## src/pss_pkg.sv

```systemverilog
package pss_pkg;
    // Clock and timing
    localparam longint unsigned CLK_HZ = 50_000_000;
    localparam int REPLY_DELAY_MS = 5;
    localparam longint unsigned REPLY_CYCLES = CLK_HZ / 1000 * REPLY_DELAY_MS;
    localparam int MINUTE_S = 60;
    localparam longint unsigned MINUTE_CYCLES = CLK_HZ * MINUTE_S;
    // Register byte offsets
    localparam logic [7:0] CONFIG_OFS = 8'h00;
    localparam logic [7:0] STATION_OFS = 8'h04;
    localparam logic [7:0] OPPORT_OFS = 8'h08;
    localparam logic [7:0] TIMEOUT_OFS = 8'h0C;
    localparam logic [7:0] STATUS_OFS = 8'h10;
    localparam logic [7:0] MASK_OFS = 8'h14;
    localparam logic [7:0] STATE_OFS = 8'h18;
    // Reset values and limits
    localparam logic [3:0] BAUD_9600 = 4'h3;
    localparam logic [6:0] STATION_RST = 7'h01;
    localparam logic [8:0] TIMEOUT_RST = 9'h001;
    localparam logic [8:0] TIMEOUT_MAX = 9'h1F4;
    localparam logic [1:0] OP_PARALLEL = 2'h0;
    localparam logic [1:0] OP_PRI = 2'h1;
    localparam logic [1:0] OP_SVC = 2'h2;
    // Status bit positions
    localparam int ST_TMO = 0;
    localparam int ST_REJ = 1;
    localparam int ST_BADID = 2;
    localparam int ST_W = 3;

    // Primary port line settings
    typedef struct packed {
        logic termEn;
        logic multiDrop;
        logic [1:0] parity;
        logic stop2;
        logic data8;
        logic [3:0] baud;
    } pss_cfg_type;

    localparam pss_cfg_type CFG_RST = '{termEn: 1'b0, multiDrop: 1'b0,
        parity: 2'h0, stop2: 1'b0, data8: 1'b1, baud: BAUD_9600};

    // Completed, checked frame from a port decoder
    typedef struct packed {
        logic valid;
        logic pumpOp;
        logic [6:0] addr;
    } pss_frame_type;

    // Timeout rewrite from the option-setting command
    typedef struct packed {
        logic valid;
        logic [8:0] minutes;
    } pss_tmo_wr_type;
endpackage

```

## src/pss_supervisor.sv

```systemverilog
// Local design decisions: the register addresses and the APB interface to the registers.
`timescale 1ns/100ps
module pss_supervisor
    import pss_pkg::*;
#(
    parameter logic [31:0] ReplyCycles = 32'(REPLY_CYCLES),
    parameter logic [31:0] MinuteCycles = 32'(MINUTE_CYCLES)
) (
    input wire logic clock,
    input wire logic arst_n,
    input wire logic ce,
    input wire logic psel,
    input wire logic penable,
    input wire logic pwrite,
    input wire logic [7:0] paddr,
    input wire logic [31:0] pwdata,
    output logic [31:0] prdata,
    output logic pready,
    output logic pslverr,
    input wire pss_frame_type priFrame,
    input wire pss_frame_type svcFrame,
    input wire logic pumpRunning,
    input wire pss_tmo_wr_type optTmoWr,
    input wire logic replyDone,
    output pss_cfg_type cfg,
    output logic [6:0] stationId,
    output logic [1:0] opPort,
    output logic acceptPri,
    output logic acceptSvc,
    output logic replyGo,
    output logic pumpStop,
    output logic irq
);
    pss_cfg_type cfg_q;
    logic [6:0] stationId_q;
    logic [1:0] opPort_q;
    logic [8:0] timeout_q;
    logic [ST_W-1:0] status_q;
    logic [ST_W-1:0] status_d;
    logic [ST_W-1:0] mask_q;
    logic [31:0] prdata_q;
    logic pready_q;
    logic pslverr_q;
    logic acceptPri_q;
    logic acceptSvc_q;
    logic [31:0] replyCnt_q;
    logic replyWait_q;
    logic replyGo_q;
    logic [31:0] preCnt_q;
    logic [8:0] minutes_q;
    logic pumpStop_q;
    logic irq_q;

    // Bus decode
    wire setup = psel & ~penable & ~pready_q;
    wire wrEn = psel & penable & pwrite & pready_q;
    wire hitCfg = paddr == CONFIG_OFS;
    wire hitSta = paddr == STATION_OFS;
    wire hitOpp = paddr == OPPORT_OFS;
    wire hitTmo = paddr == TIMEOUT_OFS;
    wire hitStat = paddr == STATUS_OFS;
    wire hitMask = paddr == MASK_OFS;
    wire hitState = paddr == STATE_OFS;
    wire mapped = hitCfg | hitSta | hitOpp | hitTmo | hitStat | hitMask | hitState;
    wire [6:0] wrId = pwdata[6:0];
    wire idOk = wrId != 7'h00 && pwdata[31:7] == 25'h0;
    wire portOk = pwdata[1:0] != 2'h3;
    wire tmoOk = pwdata[31:9] == 23'h0 && pwdata[8:0] <= TIMEOUT_MAX;
    wire optOk = optTmoWr.valid && optTmoWr.minutes <= TIMEOUT_MAX;

    // Read mux
    wire [31:0] rdMux =
        hitCfg ? 32'(cfg_q) :
        hitSta ? 32'(stationId_q) :
        hitOpp ? 32'(opPort_q) :
        hitTmo ? 32'(timeout_q) :
        hitStat ? 32'(status_q) :
        hitMask ? 32'(mask_q) :
        hitState ? {21'h0, replyWait_q, pumpStop_q, minutes_q} : 32'h0;

    // Frame admission
    wire priAddrOk = ~cfg_q.multiDrop || priFrame.addr == stationId_q
        || priFrame.addr == 7'h00;
    wire priValid = priFrame.valid & priAddrOk;
    wire priGate = ~priFrame.pumpOp | (opPort_q == OP_PRI);
    wire svcGate = ~svcFrame.pumpOp | (opPort_q == OP_SVC);
    wire priTake = priValid & priGate;
    wire svcTake = svcFrame.valid & svcGate;
    wire rejPump = (priValid & ~priGate) | (svcFrame.valid & ~svcGate);
    wire selFrame = (opPort_q == OP_PRI && priValid)
        || (opPort_q == OP_SVC && svcFrame.valid);

    // Silence supervision
    wire tmoArmed = timeout_q != 9'h0 && opPort_q != OP_PARALLEL;
    wire minTick = preCnt_q == MinuteCycles - 32'h1;
    wire tmoHit = tmoArmed && pumpRunning && minutes_q >= timeout_q;
    wire replyEnd = replyWait_q && replyCnt_q == ReplyCycles - 32'h1;

    // Sticky events, set wins over the write-one clear
    wire [ST_W-1:0] evSet = {wrEn & hitSta & ~idOk, rejPump, tmoHit};
    wire [ST_W-1:0] evClr = (wrEn & hitStat) ? pwdata[ST_W-1:0] : '0;
    assign status_d = (status_q & ~evClr) | evSet;

    // Bus slave
    always_ff @(posedge clock or negedge arst_n) begin
        if (!arst_n) begin
            pready_q <= 1'b0;
            pslverr_q <= 1'b0;
            prdata_q <= 32'h0;
        end else if (ce) begin
            pready_q <= setup;
            pslverr_q <= setup & ~mapped;
            prdata_q <= setup ? rdMux : prdata_q;
        end
    end

    // Configuration registers
    always_ff @(posedge clock or negedge arst_n) begin
        if (!arst_n) begin
            cfg_q <= CFG_RST;
            stationId_q <= STATION_RST;
            opPort_q <= OP_PARALLEL;
            mask_q <= '0;
        end else if (ce && wrEn) begin
            if (hitCfg) begin
                cfg_q <= pwdata[$bits(pss_cfg_type)-1:0];
            end
            if (hitSta && idOk) begin
                stationId_q <= wrId;
            end
            if (hitOpp && portOk) begin
                opPort_q <= pwdata[1:0];
            end
            if (hitMask) begin
                mask_q <= pwdata[ST_W-1:0];
            end
        end
    end

    // Shared timeout, from bus or option command
    always_ff @(posedge clock or negedge arst_n) begin
        if (!arst_n) begin
            timeout_q <= TIMEOUT_RST;
        end else if (ce) begin
            if (wrEn && hitTmo && tmoOk) begin
                timeout_q <= pwdata[8:0];
            end else if (optOk) begin
                timeout_q <= optTmoWr.minutes;
            end
        end
    end

    // Status, interrupt and accept strobes
    always_ff @(posedge clock or negedge arst_n) begin
        if (!arst_n) begin
            status_q <= '0;
            irq_q <= 1'b0;
            acceptPri_q <= 1'b0;
            acceptSvc_q <= 1'b0;
        end else if (ce) begin
            status_q <= status_d;
            irq_q <= |(status_d & mask_q);
            acceptPri_q <= priTake;
            acceptSvc_q <= svcTake;
        end
    end

    // Reply turnaround delay on the primary port
    always_ff @(posedge clock or negedge arst_n) begin
        if (!arst_n) begin
            replyWait_q <= 1'b0;
            replyGo_q <= 1'b0;
            replyCnt_q <= 32'h0;
        end else if (ce) begin
            if (priTake) begin
                replyWait_q <= 1'b1;
                replyGo_q <= 1'b0;
                replyCnt_q <= 32'h0;
            end else if (replyEnd) begin
                replyWait_q <= 1'b0;
                replyGo_q <= 1'b1;
            end else if (replyWait_q) begin
                replyCnt_q <= replyCnt_q + 32'h1;
            end else if (replyDone) begin
                replyGo_q <= 1'b0;
            end
        end
    end

    // Minute prescaler and silence counter
    always_ff @(posedge clock or negedge arst_n) begin
        if (!arst_n) begin
            preCnt_q <= 32'h0;
            minutes_q <= 9'h0;
        end else if (ce) begin
            if (selFrame || !tmoArmed) begin
                preCnt_q <= 32'h0;
                minutes_q <= 9'h0;
            end else if (minTick) begin
                preCnt_q <= 32'h0;
                if (minutes_q != TIMEOUT_MAX) begin
                    minutes_q <= minutes_q + 9'h1;
                end
            end else begin
                preCnt_q <= preCnt_q + 32'h1;
            end
        end
    end

    // Pump stop holds until software clears the timeout event
    always_ff @(posedge clock or negedge arst_n) begin
        if (!arst_n) begin
            pumpStop_q <= 1'b0;
        end else if (ce) begin
            pumpStop_q <= status_d[ST_TMO];
        end
    end

    // Outputs
    assign prdata = prdata_q;
    assign pready = pready_q;
    assign pslverr = pslverr_q;
    assign cfg = cfg_q;
    assign stationId = stationId_q;
    assign opPort = opPort_q;
    assign acceptPri = acceptPri_q;
    assign acceptSvc = acceptSvc_q;
    assign replyGo = replyGo_q;
    assign pumpStop = pumpStop_q;
    assign irq = irq_q;

    // Checks
    reply_delay_a: assert property (
        @(posedge clock) disable iff (!arst_n)
        $rose(replyGo_q) |-> $past(replyCnt_q) == ReplyCycles - 32'h1)
        else $error("reply released before turnaround delay");

    station_range_a: assert property (
        @(posedge clock) disable iff (!arst_n)
        stationId_q != 7'h00)
        else $error("station id left its range");

    port_legal_a: assert property (
        @(posedge clock) disable iff (!arst_n)
        opPort_q != 2'h3)
        else $error("operating port holds an illegal code");

    pump_gate_a: assert property (
        @(posedge clock) disable iff (!arst_n)
        ce && priFrame.valid && priAddrOk && priFrame.pumpOp && opPort_q != OP_PRI
        |=> !acceptPri_q && status_q[ST_REJ])
        else $error("pump command taken from unselected port");

    other_cmd_a: assert property (
        @(posedge clock) disable iff (!arst_n)
        ce && svcFrame.valid && !svcFrame.pumpOp |=> acceptSvc_q)
        else $error("plain command refused on service port");

    stop_tmo_a: assert property (
        @(posedge clock) disable iff (!arst_n)
        ce && tmoHit |=> pumpStop_q && status_q[ST_TMO] ##1 irq_q || !mask_q[ST_TMO])
        else $error("timeout did not stop pump");

    tmo_off_a: assert property (
        @(posedge clock) disable iff (!arst_n)
        ce && timeout_q == 9'h0 |-> !tmoHit ##1 minutes_q == 9'h0)
        else $error("disabled timeout still counting");

    tmo_range_a: assert property (
        @(posedge clock) disable iff (!arst_n)
        timeout_q <= TIMEOUT_MAX)
        else $error("timeout above its range");

    restart_a: assert property (
        @(posedge clock) disable iff (!arst_n)
        ce && selFrame |=> minutes_q == 9'h0 && preCnt_q == 32'h0)
        else $error("frame did not restart silence counter");

    cfg_write_a: assert property (
        @(posedge clock) disable iff (!arst_n)
        ce && wrEn && hitCfg |=> cfg_q == $past(pwdata[$bits(pss_cfg_type)-1:0]))
        else $error("line settings not taken from write");

    station_write_a: assert property (
        @(posedge clock) disable iff (!arst_n)
        ce && wrEn && hitSta && idOk |=> stationId_q == $past(wrId))
        else $error("legal station id not stored");

    bad_id_a: assert property (
        @(posedge clock) disable iff (!arst_n)
        ce && wrEn && hitSta && !idOk |=> $stable(stationId_q) && status_q[ST_BADID])
        else $error("illegal station id not refused");

    port_write_a: assert property (
        @(posedge clock) disable iff (!arst_n)
        ce && wrEn && hitOpp && !portOk |=> $stable(opPort_q))
        else $error("illegal port code was stored");

    svc_gate_a: assert property (
        @(posedge clock) disable iff (!arst_n)
        ce && svcFrame.valid && svcFrame.pumpOp && opPort_q != OP_SVC
        |=> !acceptSvc_q && status_q[ST_REJ])
        else $error("pump command taken from service port");

    pri_take_a: assert property (
        @(posedge clock) disable iff (!arst_n)
        ce && priFrame.valid && priAddrOk && !priFrame.pumpOp |=> acceptPri_q)
        else $error("plain command refused on primary port");

    opt_range_a: assert property (
        @(posedge clock) disable iff (!arst_n)
        ce && optTmoWr.valid && optTmoWr.minutes > TIMEOUT_MAX && !(wrEn && hitTmo)
        |=> $stable(timeout_q))
        else $error("option command stored timeout above range");

    opt_write_a: assert property (
        @(posedge clock) disable iff (!arst_n)
        ce && optOk && !(wrEn && hitTmo && tmoOk) |=> timeout_q == $past(optTmoWr.minutes))
        else $error("option command timeout not stored");

    minutes_cap_a: assert property (
        @(posedge clock) disable iff (!arst_n)
        minutes_q <= TIMEOUT_MAX)
        else $error("silence count passed its ceiling");

    stop_hold_a: assert property (
        @(posedge clock) disable iff (!arst_n)
        pumpStop_q == status_q[ST_TMO])
        else $error("pump stop out of step with timeout event");

    reply_hold_a: assert property (
        @(posedge clock) disable iff (!arst_n)
        replyWait_q |-> !replyGo_q)
        else $error("reply released during turnaround delay");

    reply_cov: cover property (@(posedge clock) disable iff (!arst_n) $rose(replyGo_q));
    stop_cov: cover property (@(posedge clock) disable iff (!arst_n) $rose(pumpStop_q));
    reject_cov: cover property (@(posedge clock) disable iff (!arst_n) rejPump && ce);
    irq_cov: cover property (@(posedge clock) disable iff (!arst_n) $rose(irq_q));
endmodule

```

## config.mk

```make
export PLATFORM = sky130hd
export DESIGN_NAME = pss_supervisor
export DESIGN_NICKNAME = d
export VERILOG_FILES = /design/src/pss_pkg.sv /design/src/pss_supervisor.sv
export SDC_FILE = /design/constraint.sdc
export NUM_CORES = 1
export LEC_CHECK = 0
export BUFFER_PORTS_ARGS = -buffer_cell sky130_fd_sc_hd__buf_2
export CAP_MARGIN = 40
export CELL_PAD_IN_SITES_DETAIL_PLACEMENT = 1
export CELL_PAD_IN_SITES_GLOBAL_PLACEMENT = 2
export CORE_ASPECT_RATIO = 0.7
export CORE_MARGIN = 1.5
export CORE_UTILIZATION = 37
export CTS_CLUSTER_DIAMETER = 30
export CTS_CLUSTER_SIZE = 10
export DETAILED_ROUTE_END_ITERATION = 10
export PLACE_DENSITY = 0.83
export SLEW_MARGIN = 20
export SYNTH_ARGS = -nofsm -noshare
export SYNTH_HDL_FRONTEND = slang
export SYNTH_SLANG_ARGS = --single-unit
```

## constraint.sdc

```tcl
create_clock -name clock -period 5 [get_ports clock]
set_input_delay 0.25 -clock clock [delete_from_list [all_inputs] [get_ports clock]]
set_output_delay 0.25 -clock clock [all_outputs]
set_load 0.02 [all_outputs]
```

=== Word-level counts from Yosys, hierarchy flattened ===
Index checks and enable logic that the tools add are counted.

* Input port bits: 76
* Memories kept: 0
* RAM bits: 0
* Register bits after elaboration: 147
* Logic and storage cells: 147
* Bits in read-only memories: 0
* Bits in latches: 0

* Bitwise gates (word level): 36
* Multipliers: 0
* Shift operators: 0
* Div/mod/pow operators: 0
* Mux-type cells: 24
* Add/subtract/negate cells: 3
* Reduce and logical (&&, ||, !) cells: 43
* Order comparisons: 3
* Equality and inequality tests: 15

{| class="wikitable"
|+ Operators with widths
! operator !! number
|-
| 2-to-1 mux 32 bit || 5
|-
| 2-to-1 mux 11 bit || 7
|-
| adder 32 x 1 -> 32 bit (second input constant) || 2
|-
| 2-to-1 mux 9 bit || 5
|-
| equality test 32 x 18 -> 1 bit (second input constant) || 1
|-
| equality test 32 bit (second input constant) || 1
|-
| logical NOT 25 bit || 1
|-
| equality test 8 x 5 -> 1 bit (second input constant) || 3
|-
| logical NOT 23 bit || 1
|-
| less-or-equal comparator 9 bit (second input constant) || 2
|-
| equality test 8 x 4 -> 1 bit (second input constant) || 2
|-
| AND 1 bit || 14
|-
| logical AND 1 bit || 14
|-
| AND reduction 2 bit || 7
|-
| nonzero test 2 bit || 6
|-
| adder 9 x 1 -> 9 bit (second input constant) || 1
|-
| greater-or-equal comparator 9 bit || 1
|-
| != test 9 bit (second input constant) || 1
|-
| NOT 1 bit || 9
|-
| bitwise OR 1 bit || 9
|-
| AND reduction 3 bit || 3
|-
| nonzero test 9 bit || 1
|-
| equality test 8 x 3 -> 1 bit (second input constant) || 1
|-
| logical NOT 8 bit || 1
|-
| 16 further kinds || 26
|}

=== Longest topological paths before layout ===
Gate-level depths: netlist (run 1).

* Word-level depth: 10
* Mapped depth: 10
* Mapped depth without buffers: 8

=== Worst setup path after synthesis (run 1) ===
OpenSTA, ideal clock, no wires.

* Path type: reg2reg
* From: register preCnt_q[15]
* To: register preCnt_q[31]
* Clock period less this slack: 2.097 ns
* Stages on the path, launching flop included: 9
* Data required time: 4.875 ns
* Path slack: 2.903 ns
* Arrival: 1.973 ns
* Library setup time: 0.125 ns
* Buffers on the path: 2
* Cells stage by stage: dfrtp_1 -> clkbuf_2 -> or4_1 -> nor4_1 -> nand4_1 -> and3_4 -> buf_6 -> and3_1 -> mux2_2

* Word-level cells in the longest chain between the ends: 3
* Elaborated cells on any way between the ends: 4

{| class="wikitable"
|+ Ends and longest elaborated chain
! item !! RTL line !! source
|-
| start: declaration || pss_supervisor.sv:49 || <nowiki>logic [31:0] preCnt_q;</nowiki>
|-
| start signal: assignment || pss_supervisor.sv:205 || <nowiki>preCnt_q <= preCnt_q + 32'h1;</nowiki>
|-
| adder 32 x 1 -> 32 bit or equality test 32 bit (tied branches) || pss_supervisor.sv:205, pss_supervisor.sv:95 ||
|-
| 2-to-1 mux 32 bit * || pss_supervisor.sv:199 || <nowiki>end else if (minTick) begin</nowiki>
|-
| 2-to-1 mux 32 bit * || pss_supervisor.sv:196 || <nowiki>if (selFrame || !tmoArmed) begin</nowiki>
|}

Every way passes the cells marked *; elsewhere a longest branch is shown, timed or not.
A chain may end at the register's enable or synchronous reset.

=== Worst setup path after layout (run 1) ===
* From: input port paddr[7]
* To: register timeout_q[0]

* Word-level cells in the longest chain between the ends: 5
* Elaborated cells on any way between the ends: 6

{| class="wikitable"
|+ Ends and longest elaborated chain
! item !! RTL line !! source
|-
| start: declaration || pss_supervisor.sv:15 || <nowiki>input wire logic [7:0] paddr,</nowiki>
|-
| equality test 8 x 4 -> 1 bit * || pss_supervisor.sv:60 || <nowiki>wire hitTmo = paddr == TIMEOUT_OFS;</nowiki>
|-
| logical AND 1 bit * (2 in a row) || pss_supervisor.sv:145 || <nowiki>if (wrEn && hitTmo && tmoOk) begin</nowiki>
|-
| nonzero test 2 bit (no source line) || - ||
|-
| AND reduction 2 bit (no source line) || - ||
|-
| end signal: assignment || pss_supervisor.sv:146 || <nowiki>timeout_q <= pwdata[8:0];</nowiki>
|-
| end signal: assignment || pss_supervisor.sv:148 || <nowiki>timeout_q <= optTmoWr.minutes;</nowiki>
|-
| end: declaration || pss_supervisor.sv:37 || <nowiki>logic [8:0] timeout_q;</nowiki>
|}

Marks and branches as above.

==> results of run 1 <==
## cells in the final DEF (no fill, tap or decap), types with 5 or more instances in the layout
| master | count |
|---|---|
| a21oi_1 | 23 |
| a222oi_1 | 6 |
| a22o_1 | 10 |
| a22oi_1 | 5 |
| a31oi_1 | 7 |
| and2_1 | 7 |
| and3_1 | 18 |
| and4_1 | 8 |
| buf_2 | 105 |
| buf_4 | 8 |
| clkbuf_16 | 17 |
| conb_1 | 21 |
| dfrtp_1 | 120 |
| dfstp_2 | 5 |
| ha_1 | 13 |
| inv_1 | 36 |
| mux2_2 | 29 |
| mux2i_1 | 27 |
| nand2_1 | 52 |
| nand2b_1 | 7 |
| nand3_1 | 33 |
| nand4_1 | 26 |
| nor2_1 | 77 |
| nor3_1 | 22 |
| nor3_2 | 6 |
| nor4_1 | 29 |
| nor4b_1 | 5 |
| o21a_1 | 16 |
| o21ai_0 | 47 |
| o2bb2ai_1 | 7 |
| xnor2_1 | 16 |
| xor2_1 | 20 |
## final cells by class
type | instances | area, um^2
clock buffers | 20 | 446.7
well taps | 270 | 337.8
multi-input cells | 599 | 3938
repair buffers | 115 | 600.6
clock inverters | 11 | 120.1
fillers | 2327 | 11030
inverters | 36 | 135.1
flip-flops and latches | 125 | 3134
## logic make-up after synthesis
| family | count (synthesis) | synth area share [%] |
|---|---|---|
| muxes | 56 | 8.030 |
| buffers and inverters | 90 | 5.960 |
| xor gates and xnor gates | 36 | 4.242 |
| DFF | 125 | 42.17 |
| adders and majority gates | 13 | 2.189 |
| other | 1 | 0.05046 |
| and+or+nand+nor | 320 | 23.32 |
| AOI/OAI and AO/OA | 153 | 14.04 |
## power groups by stage
stage          combinational [uW]  clock (uW)  sequential, uW
5_1_grt                       354        1280            1140
6_report                      318        1220            1130
2_1_floorplan                 174           0            1150
4_1_cts                       320        1240            1130
3_3_place_gp                  309           0            1150
3_5_place_dp                  316           0            1150
## worst min path at each step
stage / start / endpoint / slack, ps / cells past startpoint
2_1_floorplan: arst_n / acceptPri / -50 / 0
3_3_place_gp: arst_n / cfg[9] / 300 / 1
3_5_place_dp: arst_n / prdata[9] / 310 / 1
4_1_cts: svcFrame[8] / acceptSvc / 80 / 3
5_1_grt: svcFrame[8] / acceptSvc / 90 / 3
6_report: svcFrame[8] / acceptSvc / 90 / 3
## worst reg2reg max path, delay by kind of cell, from the launching register on
| family | cells | cell delay [ps] |
|---|---|---|
| and+or+nand+nor | 5 | 1620 |
| DFF | 1 | 400 |
| buffers and inverters | 1 | 270 |
| adders and majority gates | 1 | 240 |
| AOI/OAI and AO/OA | 1 | 130 |
## routing by layer
metal  track usage [%]  vias to the layer above
li1                  -                     3073
met1             36.03                     3227
met2             31.58                      157
met3             5.913                       20
met4             6.413                        0
met5                 0                        -
## metrics by stage
step	instances	setup slack (ps)	hold WS [ps]	utilization, %	total power, uW
2_1_floorplan	814	2903	-45.59	-	1327
3_3_place_gp	1141	1923	302.6	41.11	1455
3_5_place_dp	1142	1896	306.6	41.15	1464
4_1_cts	1174	2232	75.35	44.07	2695
5_1_grt	1176	2039	85.60	44.12	2778
6_report	1176	2234	93.80	44.12	2667
## sequential cells by signal, summed over array words and instances (netlist names), 2 cells and up
name        cells
timeout_q       9
minutes_q       9
prdata         11
cfg            10
stationId       7
status_q        3
opPort          2
preCnt_q       32
mask_q          3
replyCnt_q     32
## cells in the mapped netlist (5+ instances only)
master | instances | share of area, %
nand2_1 | 52 | 2.6
nand2b_1 | 7 | 0.59
dfstp_2 | 5 | 1.8
and3_1 | 18 | 1.5
nand4_1 | 26 | 2.2
a22oi_1 | 5 | 0.51
o21a_1 | 16 | 1.6
and2_1 | 7 | 0.59
nor3_2 | 5 | 0.67
mux2i_1 | 27 | 3.6
a31oi_1 | 7 | 0.59
and4_1 | 8 | 0.94
a21oi_1 | 23 | 1.5
inv_1 | 36 | 1.8
ha_1 | 13 | 2.2
mux2_2 | 29 | 4.4
o21ai_0 | 47 | 3.2
xnor2_1 | 16 | 1.9
a222oi_1 | 6 | 0.81
dfrtp_1 | 120 | 40
nor4_1 | 29 | 2.4
clkbuf_1 | 19 | 0.96
nand3_1 | 33 | 2.2
nor4b_1 | 5 | 0.59
o2bb2ai_1 | 7 | 0.82
nor2_1 | 78 | 3.9
xor2_1 | 20 | 2.4
nor3_1 | 23 | 1.5
buf_4 | 22 | 2.2
buf_2 | 10 | 0.67
a22o_1 | 10 | 1.2
==> results_dict.tcl, run 1 <==
set metrics [dict create \
    status "finished clean" \
    post_drt_wl_per_cell_um 19.39 \
    cts.htree.levels 4 \
    final.setup.tns_ps 0 \
    path_clk_slew_ps 60 \
    clk_path_buf_depth 2 \
    critPathMaxStageDelay_ps 770 \
    avgSynthCellArea_um2 9.360 \
    max_clock_freq_mhz 361.6 \
    grt_pass1_vias 6441 \
    numCtsBuffers 17 \
    cts_root_buffer "clkbuf_16" \
    dieArea_mm2 0.02096 \
    p_leak_uw 0.003900 \
    dieHeight_um 121.6 \
    report.final.slew_viol_count 0 \
    async_flop_share_pct 100.0 \
    worstSetupPathType "in -> reg" \
    timing.final.crit_share_pct 55.31 \
    drive_gt1_share_pct 22.30 \
    hold_buffers 1 \
    nets 983 \
    vias 6477 \
    antenna_found_initial 0 \
    cp-end-kind "flip-flop" \
    hold_path.class "in -> reg" \
    hpwlAfterDp_mm 16.56 \
    r2r_cells 8 \
    antenna_left 0 \
    postSynthCellCount 794 \
    crit_path_end "timeout_q[0]" \
    synth.distinct_cells 70 \
    p_per_area_mw_per_mm2 306.1 \
    stdcell_area_mm2 0.008712 \
    start_util_pct 37.64 \
    ioPinCount 134 \
    io_buffer_count 105 \
    grt_max_degree 59 \
    overflow 0 \
    p_sw_uw 747.4 \
    drt-initial-drc-count 473 \
    insertion_delay_ps 420 \
    synth-main-ff-cell "dfrtp_1" \
    drc 0 \
    grt_pass1_wl_mm 36.99 \
    cp.depth 7 \
    hold_viol_final 0 \
    ys_ff_latch 125 \
    detail_route.wirelength_mm 22.80 \
    wl_met1_mm 12.10 \
    setup_viol 0 \
    tightest_slew_ps 915.7 \
    clkPwrFrac_pct 45.7 \
    cts_tree "yes" \
    dr.pass1.iters 5 \
    gp_congestion 0.7878 \
    gr-usage-all-layers_pct 23.31 \
    start_kind "input pin" \
    wl_met3_mm 1.354 \
    syn_to_final_growth_pct 17.22 \
    vias_per_cell 5.508 \
    clkSinkCount 125 \
    arrival_ps 3120 \
    rsz0062_at_grt "no" \
    combinationalPowerShare_pct 11.9 \
    r2r-end "preCnt_q[13]" \
    dr.max_layer_used "met4" \
    cts_setup_buffers 0 \
    synth.yosys.seq_area_share_pct 42.17 \
    netlist_area_mm2 0.007432 \
    synth_edf_count 0 \
    crit_start "paddr[7]" \
    ff2ff_setup_slack_ps 2250 \
    wl_met2_mm 9.129 \
    cpLargestDelayFamily "simple AND/OR/NAND/NOR gates" \
    n_antenna_cell 0 \
    cap_violations 0 \
    swShare_pct 28.02 \
    fp.dieW_um 172.4 \
    sequentialPowerShare_pct 42.4 \
    num_rows 43 \
    path_max_fanout 10 \
    ir_worst_vdd_mv 0.2477 \
    core_mm2 0.01975 \
    relSlewSlack_pct 38.10 \
    synth.yosys.warnings 0 \
    crit_slowest_cell "a21oi_2" \
    r2r-start "preCnt_q[0]" \
    required_ps 5350 \
    cts_resized 0 \
    min_period_ps 2766 \
    dpl_cell_area_mm2 0.008125 \
    timing.clock.skew_ps 6.289 \
    path_cells "buf_2 > nor2_1 > nand2_2 > nor3_4 > nand4_1 > a21oi_2 > mux2_2" \
    p_int_uw 1920 \
    path_buf_inv 1 \
]
No activity file was read; power rests on OpenSTA's default activity.
==> run 2: changes to the inputs <==
- ABC_AREA: default -> 1
- CORE_UTILIZATION: 37 -> 29
- PLACE_DENSITY: 0.83 -> 0.74
- clock period: 5 -> 2.4 ns (I/O delays scaled with it)
==> run 2 against run 1 <==
Compared with the run above:
- sequential power rose by 120%
- clock skew rose by 1.1 ps
- register-to-register slack got worse by 2000 ps
- utilization fell by 8.9 points
- via count rose by 32%
- total power rose to 2.6 times the previous value
- first-iteration DRC count rose by 13%
- design area rose by 21%
- highest routed layer unchanged
==> results_dict.tcl, run 2 <==
set metrics [dict create \
    status "finished clean" \
    hpwlAfterDp_mm 24.09 \
    fp.dieW_um 211.2 \
    p_leak_uw 0.005046 \
    cts_tree "yes" \
    layout_commonest_cell "nand2_1" \
    cts.htree.levels 4 \
    hold_path.class "in -> reg" \
    post_drt_wl_per_cell_um 17.19 \
    mostFrequentLayoutCells "nand2_1 (355), inv_1 (137), nor2_1 (136), dfrtp_1 (120), buf_2 (104)" \
    num_rows 53 \
    path_clk_slew_ps 60 \
    synth.yosys.warnings 0 \
    synthTopCellsByCount "nand2_1 (355), inv_1 (137), nor2_1 (136), dfrtp_1 (120), nand3_1 (82)" \
    rsz0062_at_grt "no" \
    required_ps 2730 \
    dieHeight_um 148.8 \
    ioPinCount 134 \
    synth_top_cell_by_area "dfrtp_1" \
    cp-end-kind "flip-flop" \
    postSynthCellCount 1233 \
    relSlewSlack_pct 50.17 \
    dr.pass1.iters 4 \
    syn_to_final_growth_pct 19.68 \
    final_cells 1788 \
    numCtsBuffers 17 \
    clkSinkCount 125 \
    setup_viol 0 \
    cts_setup_buffers 0 \
    nets 1452 \
    path_buf_inv 0 \
    ir_worst_vdd_mv 0.4177 \
    holdCritStartpoint "optTmoWr[6]" \
    synth_edf_count 0 \
    antenna_found_initial 0 \
    vias_per_cell 4.766 \
    drive_gt1_share_pct 19.11 \
    p_per_area_mw_per_mm2 649.5 \
    io_buffer_count 105 \
    fill_cells 3791 \
    vias 8522 \
    dieArea_mm2 0.03142 \
    detail_route.wirelength_mm 30.74 \
    worstSetupPathType "reg -> reg" \
    cap_violations 0 \
    grt_pass1_wl_mm 49.26 \
    insertion_delay_ps 450 \
    synthTopCellsByArea "dfrtp_1 (34%), nand2_1 (15%), inv_1 (5.8%)" \
    min_period_ps 2191 \
    synth_most_common_cell "nand2_1" \
    ys_ff_latch 125 \
    arrival_ps 2520 \
    numPlacedInstances 1750 \
    final.setup.tns_ps 0 \
    crit_slowest_cell "nor4_1" \
    hold_viol_final 0 \
    netlist_area_mm2 0.008801 \
    worst_hold_slack_ps 14.19 \
    max_clock_freq_mhz 456.4 \
    drt-initial-drc-count 533 \
    crit_start "replyCnt_q[11]" \
    core_mm2 0.02991 \
    antenna_left 0 \
    cts_resized 0 \
    synth.distinct_cells 52 \
    synth-main-ff-cell "dfrtp_1" \
    clk_path_buf_depth 2 \
    grt_pass1_vias 8566 \
    cts_root_buffer "clkbuf_16" \
    n_antenna_cell 0 \
    timing.final.crit_share_pct 91.29 \
    cpLargestDelayFamily "simple AND/OR/NAND/NOR gates" \
    synth.top_cell.area_share_pct 34.12 \
    report.final.slew_viol_count 0 \
    gr-usage-all-layers_pct 20.50 \
    critPathMaxStageDelay_ps 500 \
    start_kind "flip-flop" \
    synth.yosys.seq_area_share_pct 35.61 \
    r2r-start "replyCnt_q[11]" \
    overflow 0 \
    async_flop_share_pct 100.0 \
    tightest_slew_ps 744.7 \
    path_max_fanout 32 \
    drc 0 \
    avgSynthCellArea_um2 7.138 \
    timing.clock.skew_ps 7.359 \
    gp_congestion 0.8405 \
    grt_max_degree 49 \
    path_cells "nor4_1 > nand3_1 > nor2_2 > nor2_2 > nand2_8 > nand2_8 > nand3_1 > nand2_1" \
    start_util_pct 29.43 \
]
run 2: cell count changes in the layout (fill, tap and decap cells not counted), moves of 16 or more:
cell	previous run	this run
inv_1	36	137
nor3_1	22	38
nand2_1	52	355
nand3_1	33	81
nand3_2	1	34
nor2_1	77	136
and3_1	18	2
xor2_1	20	43
mux2i_1	27	2
mux2_2	29	1
nor4_1	29	5
buf_4	8	26
run 2: layer usage:
metal	vias up	part of all wire (%)	track usage (%)
met5	-	0	0
met4	0	0.80	4.679
met3	19	4.1	3.958
met2	144	40	28.31
met1	4174	55	32.16
li1	4185	-	-
run 2: worst paths after layout:
kind	to	slack [ps]	cells after the start
worst max-delay path	replyCnt_q[0]	210	8
worst min-delay path	timeout_q[6]	10	5
worst max register to register	replyCnt_q[0]	210	8
worst min register to register	prdata[10]	480	2
max in group asynchronous	replyCnt_q[28]	1530	3
min in group asynchronous	prdata[5]	130	2
run 2: area by class of cell:
cell class,count,area [um^2],area share (%)
repair buffers,140,847.1,8.042
well taps,412,515.5,4.894
clock buffers,21,460.4,4.372
inverters,147,551.8,5.239
flip-flops and latches,125,3134,29.76
clock inverters,11,188.9,1.794
multi-input cells,932,4835,45.90
run 2: report_power, final:
part           internal [uW]  switching, uW
Combinational            481            866
Clock                   1890           1070
Sequential              2310            223
run 2: cells by family after synthesis:
family | count (synthesis) | synth area share [%]
AOI/OAI and AO/OA | 113 | 7.194
xor gates and xnor gates | 55 | 5.473
adders and majority gates | 13 | 1.848
buffers and inverters | 196 | 10.36
DFF | 125 | 35.61
muxes | 4 | 0.6113
other | 1 | 0.04261
and+or+nand+nor | 726 | 38.85
run 2: worst register-to-register path: stages (launching register included):
cell and delay (ps):
dfrtp_1 440, nor4_1 500, nand3_1 260, nor2_2 170
nor2_2 80, nand2_8 160, nand2_8 230, nand3_1 170
nand2_1 60
run 2: per-stage QoR:
step	area (um^2)	worst slack (ps)	power, uW	util (%)
floorplan	8876	633.0	3404	-
global placement	9823	293.4	3877	32.85
detailed placement	9823	227.4	3912	32.85
CTS	10530	209.8	6923	35.22
global route	10530	23.91	7206	35.22
finish	10530	209.1	6841	35.22
run 2: what timing repair did:
action                                 CTS  global route
setup endpoints to repair                0             0
hold buffers                             6             0
endpoints found under the hold margin   98             0
==> run 3: changes to the inputs <==
- REMOVE_ABC_BUFFERS: default -> 1
==> run 3 against run 2 <==
Compared with the run above:
- non-clock buffer count increased by 5
- clock-buffer cell count decreased by 1
- sequential share of layout area increased by 0.078 points
- routed wire length increased by 1.4%
- clock skew increased by 2.2 ps
- largest cell class unchanged
==> results_dict.tcl, run 3 (synthesis gave the netlist of run 2 again) <==
set metrics [dict create \
    grt_pass1_wl_mm 49.93 \
    arrival_ps 2430 \
    cap_violations 0 \
    gr-usage-all-layers_pct 20.87 \
    grt_max_degree 52 \
    hpwlAfterDp_mm 24.52 \
    mostFrequentLayoutCells "nand2_1 (355), inv_1 (137), nor2_1 (136), dfrtp_1 (120), buf_2 (104)" \
    numCtsBuffers 17 \
    required_ps 2740 \
    cts_tree "yes" \
    status "finished clean" \
    hold_viol_final 0 \
    grt_pass1_vias 8661 \
    n_antenna_cell 0 \
    post_drt_wl_per_cell_um 17.40 \
    start_util_pct 29.43 \
    worstSetupPathType "reg -> reg" \
    tightest_slew_ps 730.4 \
    drc 0 \
    dieHeight_um 148.8 \
    vias 8498 \
    nets 1457 \
    fp.dieW_um 211.2 \
    start_kind "flip-flop" \
    overflow 0 \
    hold_path.class "in -> reg" \
    dieArea_mm2 0.03142 \
    final.setup.tns_ps 0 \
    clk_path_buf_depth 2 \
    ir_worst_vdd_mv 0.4398 \
    layout_commonest_cell "nand2_1" \
    p_per_area_mw_per_mm2 617.9 \
    detail_route.wirelength_mm 31.18 \
    p_leak_uw 0.005035 \
    report.final.slew_viol_count 0 \
    finalPower_uw 6491 \
    path_clk_slew_ps 60 \
    antenna_found_initial 1 \
    worst_hold_slack_ps 15.51 \
    min_period_ps 2091 \
    gp_congestion 0.9312 \
    relSlewSlack_pct 51.26 \
    fill_cells 3774 \
    cts_resized 0 \
    cts.htree.levels 4 \
    max_clock_freq_mhz 478.3 \
    dr.pass1.iters 5 \
    insertion_delay_ps 450 \
    core_mm2 0.02991 \
    drt-initial-drc-count 482 \
    cts_root_buffer "clkbuf_16" \
    rsz0062_at_grt "no" \
    cts_setup_buffers 0 \
    drive_gt1_share_pct 19.20 \
    num_rows 53 \
    io_buffer_count 105 \
    finish.utilization_pct 35.13 \
    antenna_left 0 \
    timing.final.crit_share_pct 87.11 \
    cp-end-kind "flip-flop" \
    timing.clock.skew_ps 9.550 \
    clkSinkCount 125 \
    ioPinCount 134 \
    setup_viol 0 \
    vias_per_cell 4.742 \
    syn_to_final_growth_pct 19.36 \
    path_max_fanout 11 \
]
run 3: cell count changes in the layout (fill, tap and decap cells not counted):
cell           delta
dlygate4sd3_1     +2
bufinv_16         -3
clkbuf_8          -1
buf_12            +1
inv_6             +1
clkinvlp_4        +1
clkinv_2          +1
buf_4             +2
run 3: critical path: stages (launching register included):
cell and delay, ps:
dfrtp_1 420, inv_1 80, nor3_1 320, nand4_1 230, nand4_1 170, nand3_1 80, nand2_1 310, inv_1 200
nand2_1 100, nand2_1 50
run 3: path summary, 6_finish.rpt:
check | end | from | cells after the start | slack [ps]
setup / recovery | minutes_q[5] | minutes_q[7] | 9 | 310
hold / removal | cfg[4] | pwdata[4] | 3 | 20
setup reg to reg | minutes_q[5] | minutes_q[7] | 9 | 310
hold reg to reg | prdata[2] | prdata[2] | 2 | 490
max in group asynchronous | timeout_q[0] | arst_n | 3 | 1460
min in group asynchronous | replyCnt_q[1] | arst_n | 2 | 180
run 3: final cells by class:
cell class	instances	area, um^2	share of cell area, %
flip-flops and latches	125	3134	29.84
inverters	147	551.8	5.252
well taps	412	515.5	4.907
multi-input cells	932	4835	46.02
repair buffers	145	902.1	8.587
clock inverters	11	120.1	1.143
clock buffers	20	446.7	4.252
run 3: power by group:
part / switching [uW] / internal (uW) / total [uW]
Sequential: 237 / 2310 / 2550
Clock: 1060 / 1540 / 2600
Combinational: 859 / 482 / 1340
run 3: per-layer routing:
layer	part of all wire [%]	track usage [%]	vias up
li1	-	-	4197
met4	0.89	4.000	2
met3	4.9	4.842	21
met2	42	29.84	166
met1	53	31.74	4112
met5	0.042	0	-
run 3: per-stage QoR:
| stage | area (um^2) | setup WS (ps) | cells |
|---|---|---|---|
| detailed placement | 9858 | 346.6 | 1753 |
| global route | 10510 | 94.08 | 1792 |
| global placement | 9858 | 396.6 | 1753 |
| finish | 10510 | 309.4 | 1792 |
| CTS | 10510 | 331.6 | 1792 |
| floorplan | 8516 | -181.2 | 1204 |
run 3: timing repair:
item | 4_1_cts | 5_1_grt
hold buffers | 8 | 0
hold endpoints to repair | 51 | 0
endpoints found under the setup margin | 0 | 0
